<file path="src/pwm_pkg.sv">
// Constants and types shared by the two-channel PWM block
package pwm_pkg;

	// Bus geometry
	localparam int ADR_W = 14;
	localparam int DAT_W = 32;
	localparam int IDX_W = 12;
	localparam int SEL_W = 4;

	// Channel and time base geometry
	localparam int NUM_CH = 2;
	localparam int COUNT_W = 8;
	localparam int FRAC_W = 2;
	localparam int DUTY_W = 10;

	// Register indices; byte address is four times the index
	localparam logic [11:0] CH_B_DUTY_IDX = 12'hFA0;
	localparam logic [11:0] CH_B_CTRL_IDX = 12'hFA2;
	localparam logic [11:0] CH_A_DUTY_IDX = 12'hFA3;
	localparam logic [11:0] CH_A_CTRL_IDX = 12'hFA5;

	// Per-channel lookup, entry 0 is channel A and entry 1 is channel B
	localparam logic [11:0] DUTY_IDX [0:1] = '{CH_A_DUTY_IDX, CH_B_DUTY_IDX};
	localparam logic [11:0] CTRL_IDX [0:1] = '{CH_A_CTRL_IDX, CH_B_CTRL_IDX};

	// Control register fields
	localparam int CTRL_EN_BIT = 7;
	localparam int CTRL_OUT_BIT = 5;
	localparam int CTRL_POL_BIT = 4;

	// Duty register fields
	localparam int DUTY_HI_LSB = 8;
	localparam int DUTY_HI_MSB = 15;
	localparam int DUTY_LO_LSB = 6;
	localparam int DUTY_LO_MSB = 7;

	// Byte lanes
	localparam int LANE_LO = 0;
	localparam int LANE_HI = 1;

	// Values after reset
	localparam logic EN_RST = 1'b0;
	localparam logic POL_RST = 1'b0;
	localparam logic LEVEL_RST = 1'b0;
	localparam logic [7:0] DUTY_HI_RST = 8'h00;
	localparam logic [1:0] DUTY_LO_RST = 2'h0;
	localparam logic [9:0] DUTY_BUF_RST = 10'h000;
	localparam logic [1:0] FRAC_RST = 2'h0;
	localparam logic [31:0] DAT_RST = 32'h0000_0000;

	// Last value of the two low time base bits before the timer steps
	localparam logic [1:0] FRAC_LAST = 2'h3;
	localparam logic [1:0] FRAC_STEP = 2'h1;
	localparam logic [9:0] DUTY_ZERO = 10'h000;
	localparam logic [9:0] TIME_STEP = 10'h001;
	localparam logic [9:0] TIME_BASE_RST = 10'h000;

	// Bus slave states
	typedef enum logic [1:0] {
		BUS_IDLE = 2'b01,
		BUS_ACK = 2'b10
	} bus_state_t;

endpackage

</file>
<file path="src/pwm_channel.sv">
// One PWM channel: duty buffer, compare and polarity
`timescale 1ns/10ps
`default_nettype none
module pwm_channel (
	input wire logic clk_in,
	input wire logic resetn_in,
	input wire logic enable_in,
	input wire logic invert_in,
	input wire logic freeze_in,
	input wire logic restart_in,
	input wire logic [9:0] new_duty_in,
	input wire logic [9:0] time_base_in,
	output logic level_out
);

	logic [9:0] duty_buf_reg;
	logic raw_reg;
	logic raw_next;
	logic level_reg;

	// Next raw waveform level
	always_comb begin
		raw_next = raw_reg;
		if (freeze_in) begin
			raw_next = raw_reg;
		end else if (!enable_in) begin
			raw_next = 1'b0;
		end else if (restart_in) begin
			raw_next = (new_duty_in != pwm_pkg::DUTY_ZERO);
		end else if (time_base_in == duty_buf_reg) begin
			raw_next = 1'b0;
		end
	end

	// Duty buffer loads only at the period restart
	always_ff @(posedge clk_in or negedge resetn_in) begin
		if (!resetn_in) begin
			duty_buf_reg <= pwm_pkg::DUTY_BUF_RST;
		end else if (!freeze_in && enable_in && restart_in) begin
			duty_buf_reg <= new_duty_in;
		end
	end

	// Raw waveform; a duty beyond the period never matches so the level holds
	always_ff @(posedge clk_in or negedge resetn_in) begin
		if (!resetn_in) begin
			raw_reg <= pwm_pkg::LEVEL_RST;
		end else begin
			raw_reg <= raw_next;
		end
	end

	// Output after polarity, held while frozen
	always_ff @(posedge clk_in or negedge resetn_in) begin
		if (!resetn_in) begin
			level_reg <= pwm_pkg::LEVEL_RST;
		end else if (!freeze_in) begin
			level_reg <= raw_next ^ invert_in;
		end
	end

	assign level_out = level_reg;

endmodule
`default_nettype wire

</file>
<file path="src/ten_bit_pwm_channels.sv">
// Two 10-bit PWM channels on a shared period timer, with a Wishbone register slave
//
// What this block does
// - Polarity bit set inverts channel output.
// - Period is (limit+1) times 4 times prescale.
// - Limit match restarts: clear, set active, latch duty.
// - Zero duty keeps output inactive at restart.
// - Timer postscaler has no effect on waveform.
// - Duty is high byte plus low bits 7:6.
// - Duty writes anytime; buffer changes only at restart.
// - Compare duty against 10-bit extended time base.
// - At 1:1 prescale low bits step each clock.
// - Resolution is log2 of 4 times (limit+1).
// - Duty beyond period leaves output level unchanged.
// - Sleep freezes count, state and output level.
// - Reset restores registers; pins back to input.
// - Output frequency follows the system clock.
// - Output goes inactive when time base equals duty.
// - Enable bit 7 turns channel on or off.
// - Bit 5 reads back the current output level.
//
// Added by the designer: register access over Wishbone.
`timescale 1ns/10ps
`default_nettype none
module ten_bit_pwm_channels (
	input wire logic CLK_IN,
	input wire logic RESETN_IN,
	input wire logic WB_CYC_IN,
	input wire logic WB_STB_IN,
	input wire logic WB_WE_IN,
	input wire logic [13:0] WB_ADR_IN,
	input wire logic [3:0] WB_SEL_IN,
	input wire logic [31:0] WB_DAT_IN,
	output logic [31:0] WB_DAT_OUT,
	output logic WB_ACK_OUT,
	input wire logic [7:0] BASE_COUNTER_IN,
	input wire logic [7:0] PERIOD_LIMIT_IN,
	input wire logic PRESCALE_TICK_IN,
	input wire logic SLEEP_IN,
	output logic PWM_A_OUT,
	output logic PWM_B_OUT,
	output logic PWM_A_PIN_OE_OUT,
	output logic PWM_B_PIN_OE_OUT
);

	// Bus slave state
	pwm_pkg::bus_state_t bus_state_reg;
	pwm_pkg::bus_state_t bus_state_next;
	logic [31:0] rd_data_reg;
	logic [31:0] rd_data_next;
	logic [11:0] reg_idx;
	logic bus_req;
	logic wr_commit;

	// Time base state
	logic [1:0] frac_reg;
	logic frac_step;
	logic period_restart;
	logic [9:0] time_base;
	logic [9:0] time_base_next;

	// Per-channel registers and status
	logic en_reg [0:1];
	logic pol_reg [0:1];
	logic [7:0] duty_hi_reg [0:1];
	logic [1:0] duty_lo_reg [0:1];
	logic level [0:1];

	// Pin direction follows the enable, so reset leaves the pins as inputs
	logic pin_oe_reg [0:1];

	assign reg_idx = WB_ADR_IN[13:2];
	assign bus_req = WB_CYC_IN && WB_STB_IN;
	assign wr_commit = (bus_state_reg == pwm_pkg::BUS_ACK) && bus_req && WB_WE_IN;

	// Bus handshake: answer one cycle after the request, then drop ack
	always_comb begin
		bus_state_next = bus_state_reg;
		case (bus_state_reg)
			pwm_pkg::BUS_IDLE: begin
				if (bus_req) begin
					bus_state_next = pwm_pkg::BUS_ACK;
				end
			end
			pwm_pkg::BUS_ACK: begin
				bus_state_next = pwm_pkg::BUS_IDLE;
			end
			default: begin
				bus_state_next = pwm_pkg::BUS_IDLE;
			end
		endcase
	end

	always_ff @(posedge CLK_IN or negedge RESETN_IN) begin
		if (!RESETN_IN) begin
			bus_state_reg <= pwm_pkg::BUS_IDLE;
		end else begin
			bus_state_reg <= bus_state_next;
		end
	end

	assign WB_ACK_OUT = (bus_state_reg == pwm_pkg::BUS_ACK);

	// Read mux; unmapped indices and reserved bits read as zero
	always_comb begin
		rd_data_next = pwm_pkg::DAT_RST;
		case (reg_idx)
			pwm_pkg::CH_A_DUTY_IDX: begin
				rd_data_next[pwm_pkg::DUTY_HI_MSB:pwm_pkg::DUTY_HI_LSB] = duty_hi_reg[0];
				rd_data_next[pwm_pkg::DUTY_LO_MSB:pwm_pkg::DUTY_LO_LSB] = duty_lo_reg[0];
			end
			pwm_pkg::CH_B_DUTY_IDX: begin
				rd_data_next[pwm_pkg::DUTY_HI_MSB:pwm_pkg::DUTY_HI_LSB] = duty_hi_reg[1];
				rd_data_next[pwm_pkg::DUTY_LO_MSB:pwm_pkg::DUTY_LO_LSB] = duty_lo_reg[1];
			end
			pwm_pkg::CH_A_CTRL_IDX: begin
				rd_data_next[pwm_pkg::CTRL_EN_BIT] = en_reg[0];
				rd_data_next[pwm_pkg::CTRL_OUT_BIT] = level[0];
				rd_data_next[pwm_pkg::CTRL_POL_BIT] = pol_reg[0];
			end
			pwm_pkg::CH_B_CTRL_IDX: begin
				rd_data_next[pwm_pkg::CTRL_EN_BIT] = en_reg[1];
				rd_data_next[pwm_pkg::CTRL_OUT_BIT] = level[1];
				rd_data_next[pwm_pkg::CTRL_POL_BIT] = pol_reg[1];
			end
			default: begin
				rd_data_next = pwm_pkg::DAT_RST;
			end
		endcase
	end

	// Read data captured as the request is taken and held with ack
	always_ff @(posedge CLK_IN or negedge RESETN_IN) begin
		if (!RESETN_IN) begin
			rd_data_reg <= pwm_pkg::DAT_RST;
		end else if (bus_state_reg == pwm_pkg::BUS_IDLE && bus_req && !WB_WE_IN) begin
			rd_data_reg <= rd_data_next;
		end
	end

	assign WB_DAT_OUT = rd_data_reg;

	// Two low time base bits, stepped by the prescaler phase
	assign frac_step = PRESCALE_TICK_IN && !SLEEP_IN;
	assign time_base = {BASE_COUNTER_IN, frac_reg};

	// Restart on the increment that wraps the low bits while the count equals the limit
	assign period_restart = frac_step && (frac_reg == pwm_pkg::FRAC_LAST)
		&& (BASE_COUNTER_IN == PERIOD_LIMIT_IN);

	// Time base as it stands after this edge, so the output drops as the count lands on duty
	always_comb begin
		time_base_next = time_base;
		if (period_restart) begin
			time_base_next = pwm_pkg::TIME_BASE_RST;
		end else if (frac_step) begin
			time_base_next = time_base + pwm_pkg::TIME_STEP;
		end
	end

	always_ff @(posedge CLK_IN or negedge RESETN_IN) begin
		if (!RESETN_IN) begin
			frac_reg <= pwm_pkg::FRAC_RST;
		end else if (frac_step) begin
			frac_reg <= frac_reg + pwm_pkg::FRAC_STEP;
		end
	end

	// Per-channel registers, buffer and waveform
	genvar ch;
	generate
		for (ch = 0; ch < pwm_pkg::NUM_CH; ch = ch + 1) begin : g_ch
			logic duty_hit;
			logic ctrl_hit;

			assign duty_hit = wr_commit && (reg_idx == pwm_pkg::DUTY_IDX[ch]);
			assign ctrl_hit = wr_commit && (reg_idx == pwm_pkg::CTRL_IDX[ch]);

			// Duty high byte, written at any time
			always_ff @(posedge CLK_IN or negedge RESETN_IN) begin
				if (!RESETN_IN) begin
					duty_hi_reg[ch] <= pwm_pkg::DUTY_HI_RST;
				end else if (duty_hit && WB_SEL_IN[pwm_pkg::LANE_HI]) begin
					duty_hi_reg[ch] <= WB_DAT_IN[pwm_pkg::DUTY_HI_MSB:pwm_pkg::DUTY_HI_LSB];
				end
			end

			// Duty low bits, only bits 7:6 are kept
			always_ff @(posedge CLK_IN or negedge RESETN_IN) begin
				if (!RESETN_IN) begin
					duty_lo_reg[ch] <= pwm_pkg::DUTY_LO_RST;
				end else if (duty_hit && WB_SEL_IN[pwm_pkg::LANE_LO]) begin
					duty_lo_reg[ch] <= WB_DAT_IN[pwm_pkg::DUTY_LO_MSB:pwm_pkg::DUTY_LO_LSB];
				end
			end

			// Enable and polarity; the level bit is read-only
			always_ff @(posedge CLK_IN or negedge RESETN_IN) begin
				if (!RESETN_IN) begin
					en_reg[ch] <= pwm_pkg::EN_RST;
					pol_reg[ch] <= pwm_pkg::POL_RST;
				end else if (ctrl_hit && WB_SEL_IN[pwm_pkg::LANE_LO]) begin
					en_reg[ch] <= WB_DAT_IN[pwm_pkg::CTRL_EN_BIT];
					pol_reg[ch] <= WB_DAT_IN[pwm_pkg::CTRL_POL_BIT];
				end
			end

			// Pin drive request tracks the enable; input direction after reset
			always_ff @(posedge CLK_IN or negedge RESETN_IN) begin
				if (!RESETN_IN) begin
					pin_oe_reg[ch] <= 1'b0;
				end else begin
					pin_oe_reg[ch] <= en_reg[ch];
				end
			end

			pwm_channel u_channel (
				.clk_in(CLK_IN),
				.resetn_in(RESETN_IN),
				.enable_in(en_reg[ch]),
				.invert_in(pol_reg[ch]),
				.freeze_in(SLEEP_IN),
				.restart_in(period_restart),
				.new_duty_in({duty_hi_reg[ch], duty_lo_reg[ch]}),
				.time_base_in(time_base_next),
				.level_out(level[ch])
			);
		end
	endgenerate

	assign PWM_A_OUT = level[0];
	assign PWM_B_OUT = level[1];
	assign PWM_A_PIN_OE_OUT = pin_oe_reg[0];
	assign PWM_B_PIN_OE_OUT = pin_oe_reg[1];

endmodule
`default_nettype wire

</file>
<file path="config.mk">
export PLATFORM = sky130hd
export DESIGN_NAME = ten_bit_pwm_channels
export DESIGN_NICKNAME = d
export VERILOG_FILES = /design/src/pwm_pkg.sv /design/src/pwm_channel.sv /design/src/ten_bit_pwm_channels.sv
export SDC_FILE = /design/constraint.sdc
export NUM_CORES = 1
export LEC_CHECK = 0
export BUFFER_PORTS_ARGS = -buffer_cell sky130_fd_sc_hd__buf_2
export CORE_UTILIZATION = 30
export CTS_CLUSTER_DIAMETER = 200
export DETAILED_ROUTE_END_ITERATION = 10
export GPL_ROUTABILITY_DRIVEN = 0
export PLACE_DENSITY_LB_ADDON = 0.15
export SLEW_MARGIN = 5
export SYNTH_ARGS = -nofsm -noshare
export SYNTH_HDL_FRONTEND = slang
export SYNTH_SLANG_ARGS = --single-unit
</file>
<file path="constraint.sdc">
create_clock -name CLK_IN -period 4.1 [get_ports CLK_IN]
set_input_delay 0.82 -clock CLK_IN [delete_from_list [all_inputs] [get_ports CLK_IN]]
set_output_delay 0.82 -clock CLK_IN [all_outputs]
set_load 0.1 [all_outputs]
</file>
### Word-level counts from Yosys, hierarchy flattened

Cells that the tools add are included.

| storage, ports and cells | value |
|---|---|
| register bits | 66 |
| bits in latches | 0 |
| memory bits (writable) | 0 |
| memory bits (read-only) | 0 |
| input port bits | 73 |
| word-level logic and storage cells | 76 |
| memories kept | 0 |

| operators by class | value |
|---|---|
| $add $sub $neg | 2 |
| multipliers | 0 |
| divide/modulo/power cells | 0 |
| magnitude comparators | 0 |
| equality and inequality tests | 11 |
| shift-type cells | 0 |
| muxes and demuxes | 16 |
| bitwise logic cells | 2 |
| reductions and logical operators | 26 |

Operator list:

| cell | number |
|---|---|
| == test 12 bit (second input constant) | 4 |
| logical AND 1 bit | 22 |
| == test 10 bit | 2 |
| 2-to-1 mux 10 bit | 2 |
| nonzero test 10 bit | 2 |
| case mux 8 bit (2 select lines) | 1 |
| adder 10 x 1 -> 10 bit (second input constant) | 1 |
| == test 8 bit | 1 |
| 2-to-1 mux 1 bit | 8 |
| == test 2 bit (second input constant) | 2 |
| 2-to-1 mux 2 bit | 2 |
| case mux 1 bit (4 select lines) | 1 |
| case mux 2 bit (2 select lines) | 1 |
| adder 2 x 1 -> 2 bit (second input constant) | 1 |
| == test 2 x 1 -> 1 bit (second input constant) | 1 |
| logical NOT 1 bit | 2 |
| inequality test 2 bit (second input constant) | 1 |
| case mux 1 bit (2 select lines) | 1 |
| bitwise XOR 1 bit | 2 |

### Depth between registers and ports, before layout

Gate-level depths: netlist of the first run.

| depth | value |
|---|---|
| word-level depth | 11 |
| mapped depth | 10 |

### Hierarchy

Synthesis of the first run repeated with hierarchy kept, for this count alone.

| second synthesis, totals | value |
|---|---|
| cell total of the unflattened synthesis | 296 |
| area, all modules | 3,540.9 µm² |

Modules (own cells, without submodules):

| module | instances | cells each | area an instance (µm²) | sequential area each (µm²) |
|---|---|---|---|---|
| ten_bit_pwm_channels | 1 | 196 | 2,309.7 | 1,052.3 |
| pwm_channel | 2 | 50 | 615.6 | 300.3 |

### Least setup slack after synthesis of the first run

No wires, ideal clock.

| timing | value |
|---|---|
| kind | register to register |
| start point | register bus_state_reg[0] |
| end point | register duty_hi_reg[0] (netlist name) |
| library setup time | 125 ps |
| arrival time | 2,823 ps |
| setup slack | 1,152 ps |
| cell stages (with the launch flop) | 5 |
| path buffers | 0 |
| period minus slack after synthesis | 2,948 ps |
| cell sequence | dfstp_2 nor2b_1 nand4_1 nor2_1 mux2_2 |

| on the way | value |
|---|---|
| cells in the longest elaborated chain, start to end | 5 |

Ends and longest elaborated chain:

| what | line | text |
|---|---|---|
| start, declared | ten_bit_pwm_channels.sv:47 | `pwm_pkg::bus_state_t bus_state_reg;` |
| start signal, assigned | ten_bit_pwm_channels.sv:96 | `bus_state_reg <= pwm_pkg::BUS_IDLE;` |
| start signal, assigned | ten_bit_pwm_channels.sv:98 | `bus_state_reg <= bus_state_next;` |
| == test 2 bit | - |  |
| via WB_ACK_OUT | ten_bit_pwm_channels.sv:35 | `output logic WB_ACK_OUT,` |
| logical AND 1 bit (2 in a row) | ten_bit_pwm_channels.sv:74 | `assign wr_commit = (bus_state_reg == pwm_pkg::BUS_ACK) && bus_req && WB_WE_IN;` |
| logical AND 1 bit | ten_bit_pwm_channels.sv:176 | `assign duty_hit = wr_commit && (reg_idx == pwm_pkg::DUTY_IDX[ch]);` |
| logical AND 1 bit | ten_bit_pwm_channels.sv:183 | `end else if (duty_hit && WB_SEL_IN[pwm_pkg::LANE_HI]) begin` |
| end signal, assigned by index | ten_bit_pwm_channels.sv:182 | `duty_hi_reg[ch] <= pwm_pkg::DUTY_HI_RST;` |
| end signal, assigned by index | ten_bit_pwm_channels.sv:184 | `duty_hi_reg[ch] <= WB_DAT_IN[pwm_pkg::DUTY_HI_MSB:pwm_pkg::DUTY_HI_LSB];` |
| end, declared | ten_bit_pwm_channels.sv:65 | `logic [7:0] duty_hi_reg [0:1];` |

The timed path passes the listed nets, and every way through them passes these cells.
A chain may end at the register's enable or synchronous reset.

### Final worst setup path of the first run

| timing | value |
|---|---|
| start point | register frac_reg[0] |
| end point | register g_ch[1].u_channel.raw_reg |

| on the way | value |
|---|---|
| cells in the longest elaborated chain, start to end | 9 |
| elaborated cells on any way between the ends | 11 |
| those cells by class | 1 x add/sub; 2 x eq/ne; 6 x mux; 2 x reduce/logical |

Ends and longest elaborated chain:

| what | line | text |
|---|---|---|
| start, declared | ten_bit_pwm_channels.sv:56 | `logic [1:0] frac_reg;` |
| start signal, assigned | ten_bit_pwm_channels.sv:163 | `frac_reg <= pwm_pkg::FRAC_RST;` |
| start signal, assigned | ten_bit_pwm_channels.sv:165 | `frac_reg <= frac_reg + pwm_pkg::FRAC_STEP;` |
| parallel branches: the longest is 6 deep, another holds adder 10 x 1 -> 10 bit | - |  |
| 2-to-1 mux 1 bit (*) | pwm_channel.sv:28 | `end else if (restart_in) begin` |
| 2-to-1 mux 1 bit (*) | pwm_channel.sv:26 | `end else if (!enable_in) begin` |
| 2-to-1 mux 1 bit (*) | pwm_channel.sv:24 | `if (freeze_in) begin` |
| via g_ch[1].u_channel.raw_next | pwm_channel.sv:18 | `logic raw_next;` |
| end signal, assigned | pwm_channel.sv:47 | `raw_reg <= pwm_pkg::LEVEL_RST;` |
| end signal, assigned | pwm_channel.sv:49 | `raw_reg <= raw_next;` |
| end, declared | pwm_channel.sv:17 | `logic raw_reg;` |

Mark *: on every way through the listed nets, which the timed path passes.

==> results of run 1 <==
[metal layers]
metal	up-vias	part of all wire (%)	track usage, %
li1	1395	-	-
met1	1439	50	21.4
met2	91	45	24.2
met3	20	3.6	2.38
met4	0	1.9	6.23
met5	-	0	0
[cells in the mapped netlist (2+ instances only)]
| library cell | number |
|---|---|
| o21ai_0 | 4 |
| or3_1 | 3 |
| nor2_1 | 27 |
| a21o_1 | 2 |
| nor3b_1 | 4 |
| and2_1 | 2 |
| buf_4 | 23 |
| nor4_1 | 6 |
| a21oi_1 | 13 |
| clkbuf_1 | 4 |
| a32oi_1 | 3 |
| xor2_1 | 9 |
| and4b_1 | 2 |
| nand4_1 | 9 |
| o32ai_1 | 2 |
| nor2b_1 | 2 |
| a2111oi_2 | 2 |
| nor3_1 | 10 |
| nand4b_1 | 3 |
| a222oi_1 | 2 |
| inv_1 | 11 |
| nand3b_1 | 3 |
| mux2_2 | 46 |
| buf_2 | 2 |
| dfrtp_1 | 65 |
| nand2_1 | 10 |
| o211ai_1 | 5 |
| xnor2_1 | 23 |
| a22oi_1 | 11 |
| o2111ai_1 | 2 |
| nand3_1 | 12 |
| nand2b_1 | 2 |
[logic make-up after synthesis]
kind of cell,count (synthesis)
AO/OA/AOI/OAI,58
XOR/XNOR,33
adder cells (fa/ha/maj),1
buffers and inverters,41
flip-flops,66
multiplexers,47
other,1
AND/OR/NAND/NOR,106
[critical path: cells and delay by family (launching register included)]
kind | cells | cell delay [ns]
AOI/OAI and AO/OA | 4 | 0.96
and+or+nand+nor | 2 | 0.68
DFF | 1 | 0.44
adders and majority gates | 1 | 0.38
muxes | 1 | 0.29
[report_power, final]
| part | switching [mW] | internal [mW] | leakage (nW) | total, mW |
|---|---|---|---|---|
| Clock | 0.276 | 0.481 | 0.140 | 0.757 |
| Combinational | 0.433 | 0.117 | 1.03 | 0.551 |
| Sequential | 0.0266 | 0.690 | 0.889 | 0.717 |
| Total | 0.736 | 1.29 | 2.06 | 2.02 |
[path summary, 6_finish.rpt]
check | cells after the start | startpoint | slack (ns) | to
hold / removal | 0 | en_reg[0] | 0.49 | PWM_B_PIN_OE_OUT
hold reg to reg | 0 | en_reg[0] | 0.49 | PWM_B_PIN_OE_OUT
setup / recovery | 8 | frac_reg[0] | 1.24 | g_ch[1].u_channel.raw_reg
max in group asynchronous | 2 | RESETN_IN | 2.70 | duty_hi_reg[5]
setup reg to reg | 8 | frac_reg[0] | 1.24 | g_ch[1].u_channel.raw_reg
min in group asynchronous | 1 | RESETN_IN | 0.56 | bus_state_reg[1]
[layout by cell type, fill, tap and decap left out, drive strengths merged, types with 3 or more instances in the layout]
| cell | synthesis | final |
|---|---|---|
| nand4 | 9 | 9 |
| a32oi | 3 | 3 |
| mux2 | 46 | 46 |
| inv | 11 | 11 |
| a22oi | 11 | 11 |
| conb | 1 | 20 |
| dfrtp | 65 | 65 |
| xnor2 | 23 | 23 |
| nor3 | 11 | 11 |
| a21oi | 13 | 13 |
| xor2 | 9 | 9 |
| and2 | 3 | 3 |
| clkbuf | 5 | 10 |
| nor2 | 27 | 27 |
| nor4 | 6 | 6 |
| nand4b | 4 | 4 |
| or3 | 4 | 4 |
| o21ai | 5 | 5 |
| nand3 | 12 | 12 |
| nand2 | 10 | 10 |
| nand3b | 3 | 3 |
| o211ai | 5 | 5 |
| nor2b | 3 | 3 |
| buf | 25 | 69 |
| nor3b | 5 | 5 |
[area by class of cell]
cell class	instances	area (µm²)
clock buffer	10	239
clock inverter	5	55.1
fill	1265	7650
inverter	11	41.3
multi-input combinational	265	1960
sequential	66	1650
tap	168	210
timing repair buffer	69	358
[metrics by stage]
| stage | total power [mW] | setup WS, ns | hold slack [ns] | area (µm²) |
|---|---|---|---|---|
| 2_1_floorplan | 1.18 | 1.15 | 0.405 | 3850 |
| 3_3_place_gp | 1.28 | 0.962 | 0.488 | 4220 |
| 3_5_place_dp | 1.28 | 0.935 | 0.495 | 4220 |
| 4_1_cts | 2.04 | 1.22 | 0.509 | 4510 |
| 5_1_grt | 2.11 | 1.06 | 0.526 | 4510 |
| 6_report | 2.02 | 1.24 | 0.493 | 4510 |
==> impl_metrics.tcl, run 1 <==
set metrics [dict create \
    outcome "completed" \
    crit_required_ns 4.30 \
    postLayoutCoreUtil_pct 37.1 \
    routed_wl_mm 9.32 \
    critPathCaptureType "register" \
    first_pass_iters 4 \
    path_clk_slew_ns 0.06 \
    synth_warnings 0 \
    synth_compound_area_share_pct 11.2 \
    power_density_nw_per_um2 449 \
    slowest_delay_ns 0.48 \
    finalHoldViolCount 0 \
    finClkSkew_ns 0.00440 \
    max_freq_ghz 0.349 \
    start_util_pct 31.1 \
    drc 0 \
    place_inst 579 \
    drtIter0Drc 146 \
    viasPerCell 4.96 \
    crit_chain "ha_1 -> nand4b_4 -> or3b_2 -> a211oi_1 -> o21ai_1 -> a2111oi_2 -> a31oi_1 -> mux2_2" \
    vias 2945 \
    core-area_um2 12200 \
    ys_ff_latch 66 \
    max_slew_margin_pct 48.1 \
    muxShareOfSynthArea_pct 14.0 \
    largest_register_ffs 20 \
    setup.worst_path.start_class "register" \
    crit_arrival_ns 3.07 \
    ios 110 \
    finalSetupViolations 0 \
    antennaDiodeCount 0 \
    postSynthAreaPerCell_um2 10.7 \
    slowest_stage "or3b_2" \
    synth_ff_type "dfrtp_1" \
    clock_latency_ns 0.32 \
    drive_above_1_share_pct 32.9 \
    portBuffers 64 \
    synth_top_area_cell "dfrtp_1" \
    grt_use_total_pct 15.5 \
    ys_seq_area_share_pct 43.7 \
    grt_pass1_vias 2968 \
    cts_tree "done" \
    numCtsBuffers 9 \
    die_area_um2 13100 \
    cts_setup_buffers 0 \
    ant_nets 0 \
    synth_edf_count 0 \
    syn2layout_area_growth_pct 19.3 \
    rsz0062_at_grt "no" \
    ys_top_cells_by_area "dfrtp_1 (43%), mux2_2 (14%), xnor2_1 (5.3%)" \
    ctsHoldBuffers 0 \
    grt_max_degree 33 \
    ys_types 61 \
    irDropWorstVdd_v 0.000244 \
    fin_cells 594 \
    dp.final_hpwl_mm 7.15 \
    grt_pass1_wl_mm 15.5 \
    cts.sinks 66 \
    overflow 0 \
    synth-adder-area-share_pct 0.331 \
    synthXorXnorAreaFrac_pct 8.04 \
    tightest_slew_ns 0.776 \
    die_w_um 114 \
    final_nets 496 \
    power.leakage_nw 2.06 \
    cts_htree_levels 3 \
    postSynthCellCount 353 \
    clockBufferDepth 2 \
    die_h_um 114 \
    cts_resized 0 \
    syn-cell-area_um2 3780 \
    antenna_found_initial 0 \
    synth_top_family_by_area "simple AND/OR/NAND/NOR gates" \
    wl_per_cell_um 15.7 \
    final.period_utilization_pct 69.9 \
    rows 40 \
    drv_slew 0 \
    cts_root_buffer "clkbuf_16" \
    yosys.area_share.simple_pct 16.2 \
    async_flop_share_pct 100 \
    setup_tns_ns 0 \
    period_minus_slack_ns 2.86 \
    netlist.area_leader.share_pct 43.0 \
    drv_cap 0 \
    path_max_fanout 6 \
    worst_hold_path_type "reg2reg" \
    worst-setup-path-type "reg2reg" \
]
No activity file was read; power rests on OpenSTA's default activity.
==> run 2: changes to the inputs <==
Clock period 4.1 ns to 2.96 ns, I/O delays scaled along.
==> run 2 against run 1 <==
Against the previous run: global-route usage is 0.37 points lower; cell count grew 2.5%; maximum frequency increased by 10%; critical path depth is the same; combinational power rose by 46%; clock skew rose by 0.0033 ns; sequential share of layout area shrank 0.87 points; first-iteration DRC count is 45% lower; critical endpoint unchanged; highest routed layer unchanged.
==> impl_metrics.tcl, run 2 (synthesis results as in run 1) <==
set metrics [dict create \
    worst-setup-path-type "reg2reg" \
    crit_arrival_ns 2.81 \
    ant_nets 0 \
    power.leakage_nw 2.13 \
    cts_resized 0 \
    critPathCaptureType "register" \
    antenna_found_initial 0 \
    power_density_nw_per_um2 605 \
    cts_htree_levels 3 \
    ctsHoldBuffers 0 \
    max_freq_ghz 0.384 \
    drtIter0Drc 81 \
    antennaDiodeCount 0 \
    ios 110 \
    finalSetupViolations 0 \
    dp.final_hpwl_mm 7.30 \
    grt_pass1_wl_mm 15.0 \
    die_h_um 114 \
    routed_wl_mm 9.23 \
    grt_max_degree 31 \
    reg2reg_setup_slack_ns 0.36 \
    cts_root_buffer "clkbuf_16" \
    tightest_slew_ns 0.668 \
    clock_latency_ns 0.33 \
    rr_worst_depth 8 \
    die_area_um2 13100 \
    cts_tree "done" \
    drv_cap 0 \
    finalHoldViolCount 0 \
    grt_use_total_pct 15.1 \
    setup.worst_path.start_class "register" \
    finClkSkew_ns 0.00767 \
    drv_slew 0 \
    die_w_um 114 \
    max_slew_margin_pct 55.5 \
    postLayoutCoreUtil_pct 38.0 \
    setup_tns_ns 0 \
    numCtsBuffers 9 \
    start_util_pct 31.1 \
    syn2layout_area_growth_pct 22.2 \
    final_common_cell "dfrtp_1" \
    viasPerCell 4.81 \
    rr_startpoint "frac_reg[1]" \
    path_max_fanout 6 \
    total_power_mw 2.80 \
    final_cell_mix "dfrtp_1 (65), buf_2 (64), mux2_2 (46)" \
    wl_per_cell_um 15.2 \
    portBuffers 64 \
    cts_setup_buffers 0 \
    outcome "completed" \
    rsz0062_at_grt "no" \
    overflow 0 \
    rows 40 \
    final.period_utilization_pct 87.9 \
    path_clk_slew_ns 0.05 \
    first_pass_iters 4 \
    place_inst 594 \
    r2r_end "g_ch[1].u_channel.raw_reg" \
    core-area_um2 12200 \
    largest_register_ffs 20 \
    vias 2931 \
    worst_hold_path_type "in2async" \
    cts.sinks 66 \
    clockBufferDepth 2 \
    fin_cells 609 \
    irDropWorstVdd_v 0.000492 \
    drc 0 \
    crit_required_ns 3.17 \
    period_minus_slack_ns 2.60 \
    grt_pass1_vias 2898 \
    whs_ns 0.300 \
    final_nets 511 \
    drive_above_1_share_pct 34.9 \
]
-- run 2: per-stage QoR --
step                setup slack, ns  cell area [µm²]
finish                        0.358             4620
global route                  0.104             4620
detailed placement            0.130             4330
floorplan                    0.0125             3850
CTS                           0.321             4620
global placement              0.160             4330
-- run 2: worst max path at each step --
stage	depth (start not counted)	from	to
floorplan	4	bus_state_reg[0]	duty_hi_reg[0]
global placement	8	BASE_COUNTER_IN[0]	g_ch[1].u_channel.raw_reg
detailed placement	8	BASE_COUNTER_IN[0]	g_ch[1].u_channel.raw_reg
CTS	8	frac_reg[1]	g_ch[1].u_channel.raw_reg
global route	9	frac_reg[1]	g_ch[1].u_channel.level_out
finish	8	frac_reg[1]	g_ch[1].u_channel.raw_reg
-- run 2: layout make-up --
cell class / instances / area, µm²
timing repair buffer: 84 / 470
clock buffer: 14 / 284
tap: 168 / 210
sequential: 66 / 1650
inverter: 11 / 41.3
fill: 1223 / 7540
multi-input combinational: 265 / 1960
clock inverter: 1 / 7.51
-- run 2: routing by layer --
metal	up-vias	wire length, µm	global-route usage (%)
met1	1420	4540	20.6
met3	8	309	2.65
met5	-	0	0
met4	0	124	5.97
met2	79	4260	23.7
li1	1424	-	-
-- run 2: power by group --
part           switching (mW)  internal, mW
Sequential             0.0333         0.957
Combinational           0.610         0.194
Clock                   0.349         0.653
-- run 2: worst max-delay path: stages (launching register included) --
cell and delay (ns):
dfrtp_1 0.39, ha_1 0.23, nand4b_4 0.16, or3b_2 0.47, a211oi_1 0.26, o21ai_1 0.13, a2111oi_2 0.37, a31oi_1 0.19
mux2_2 0.29
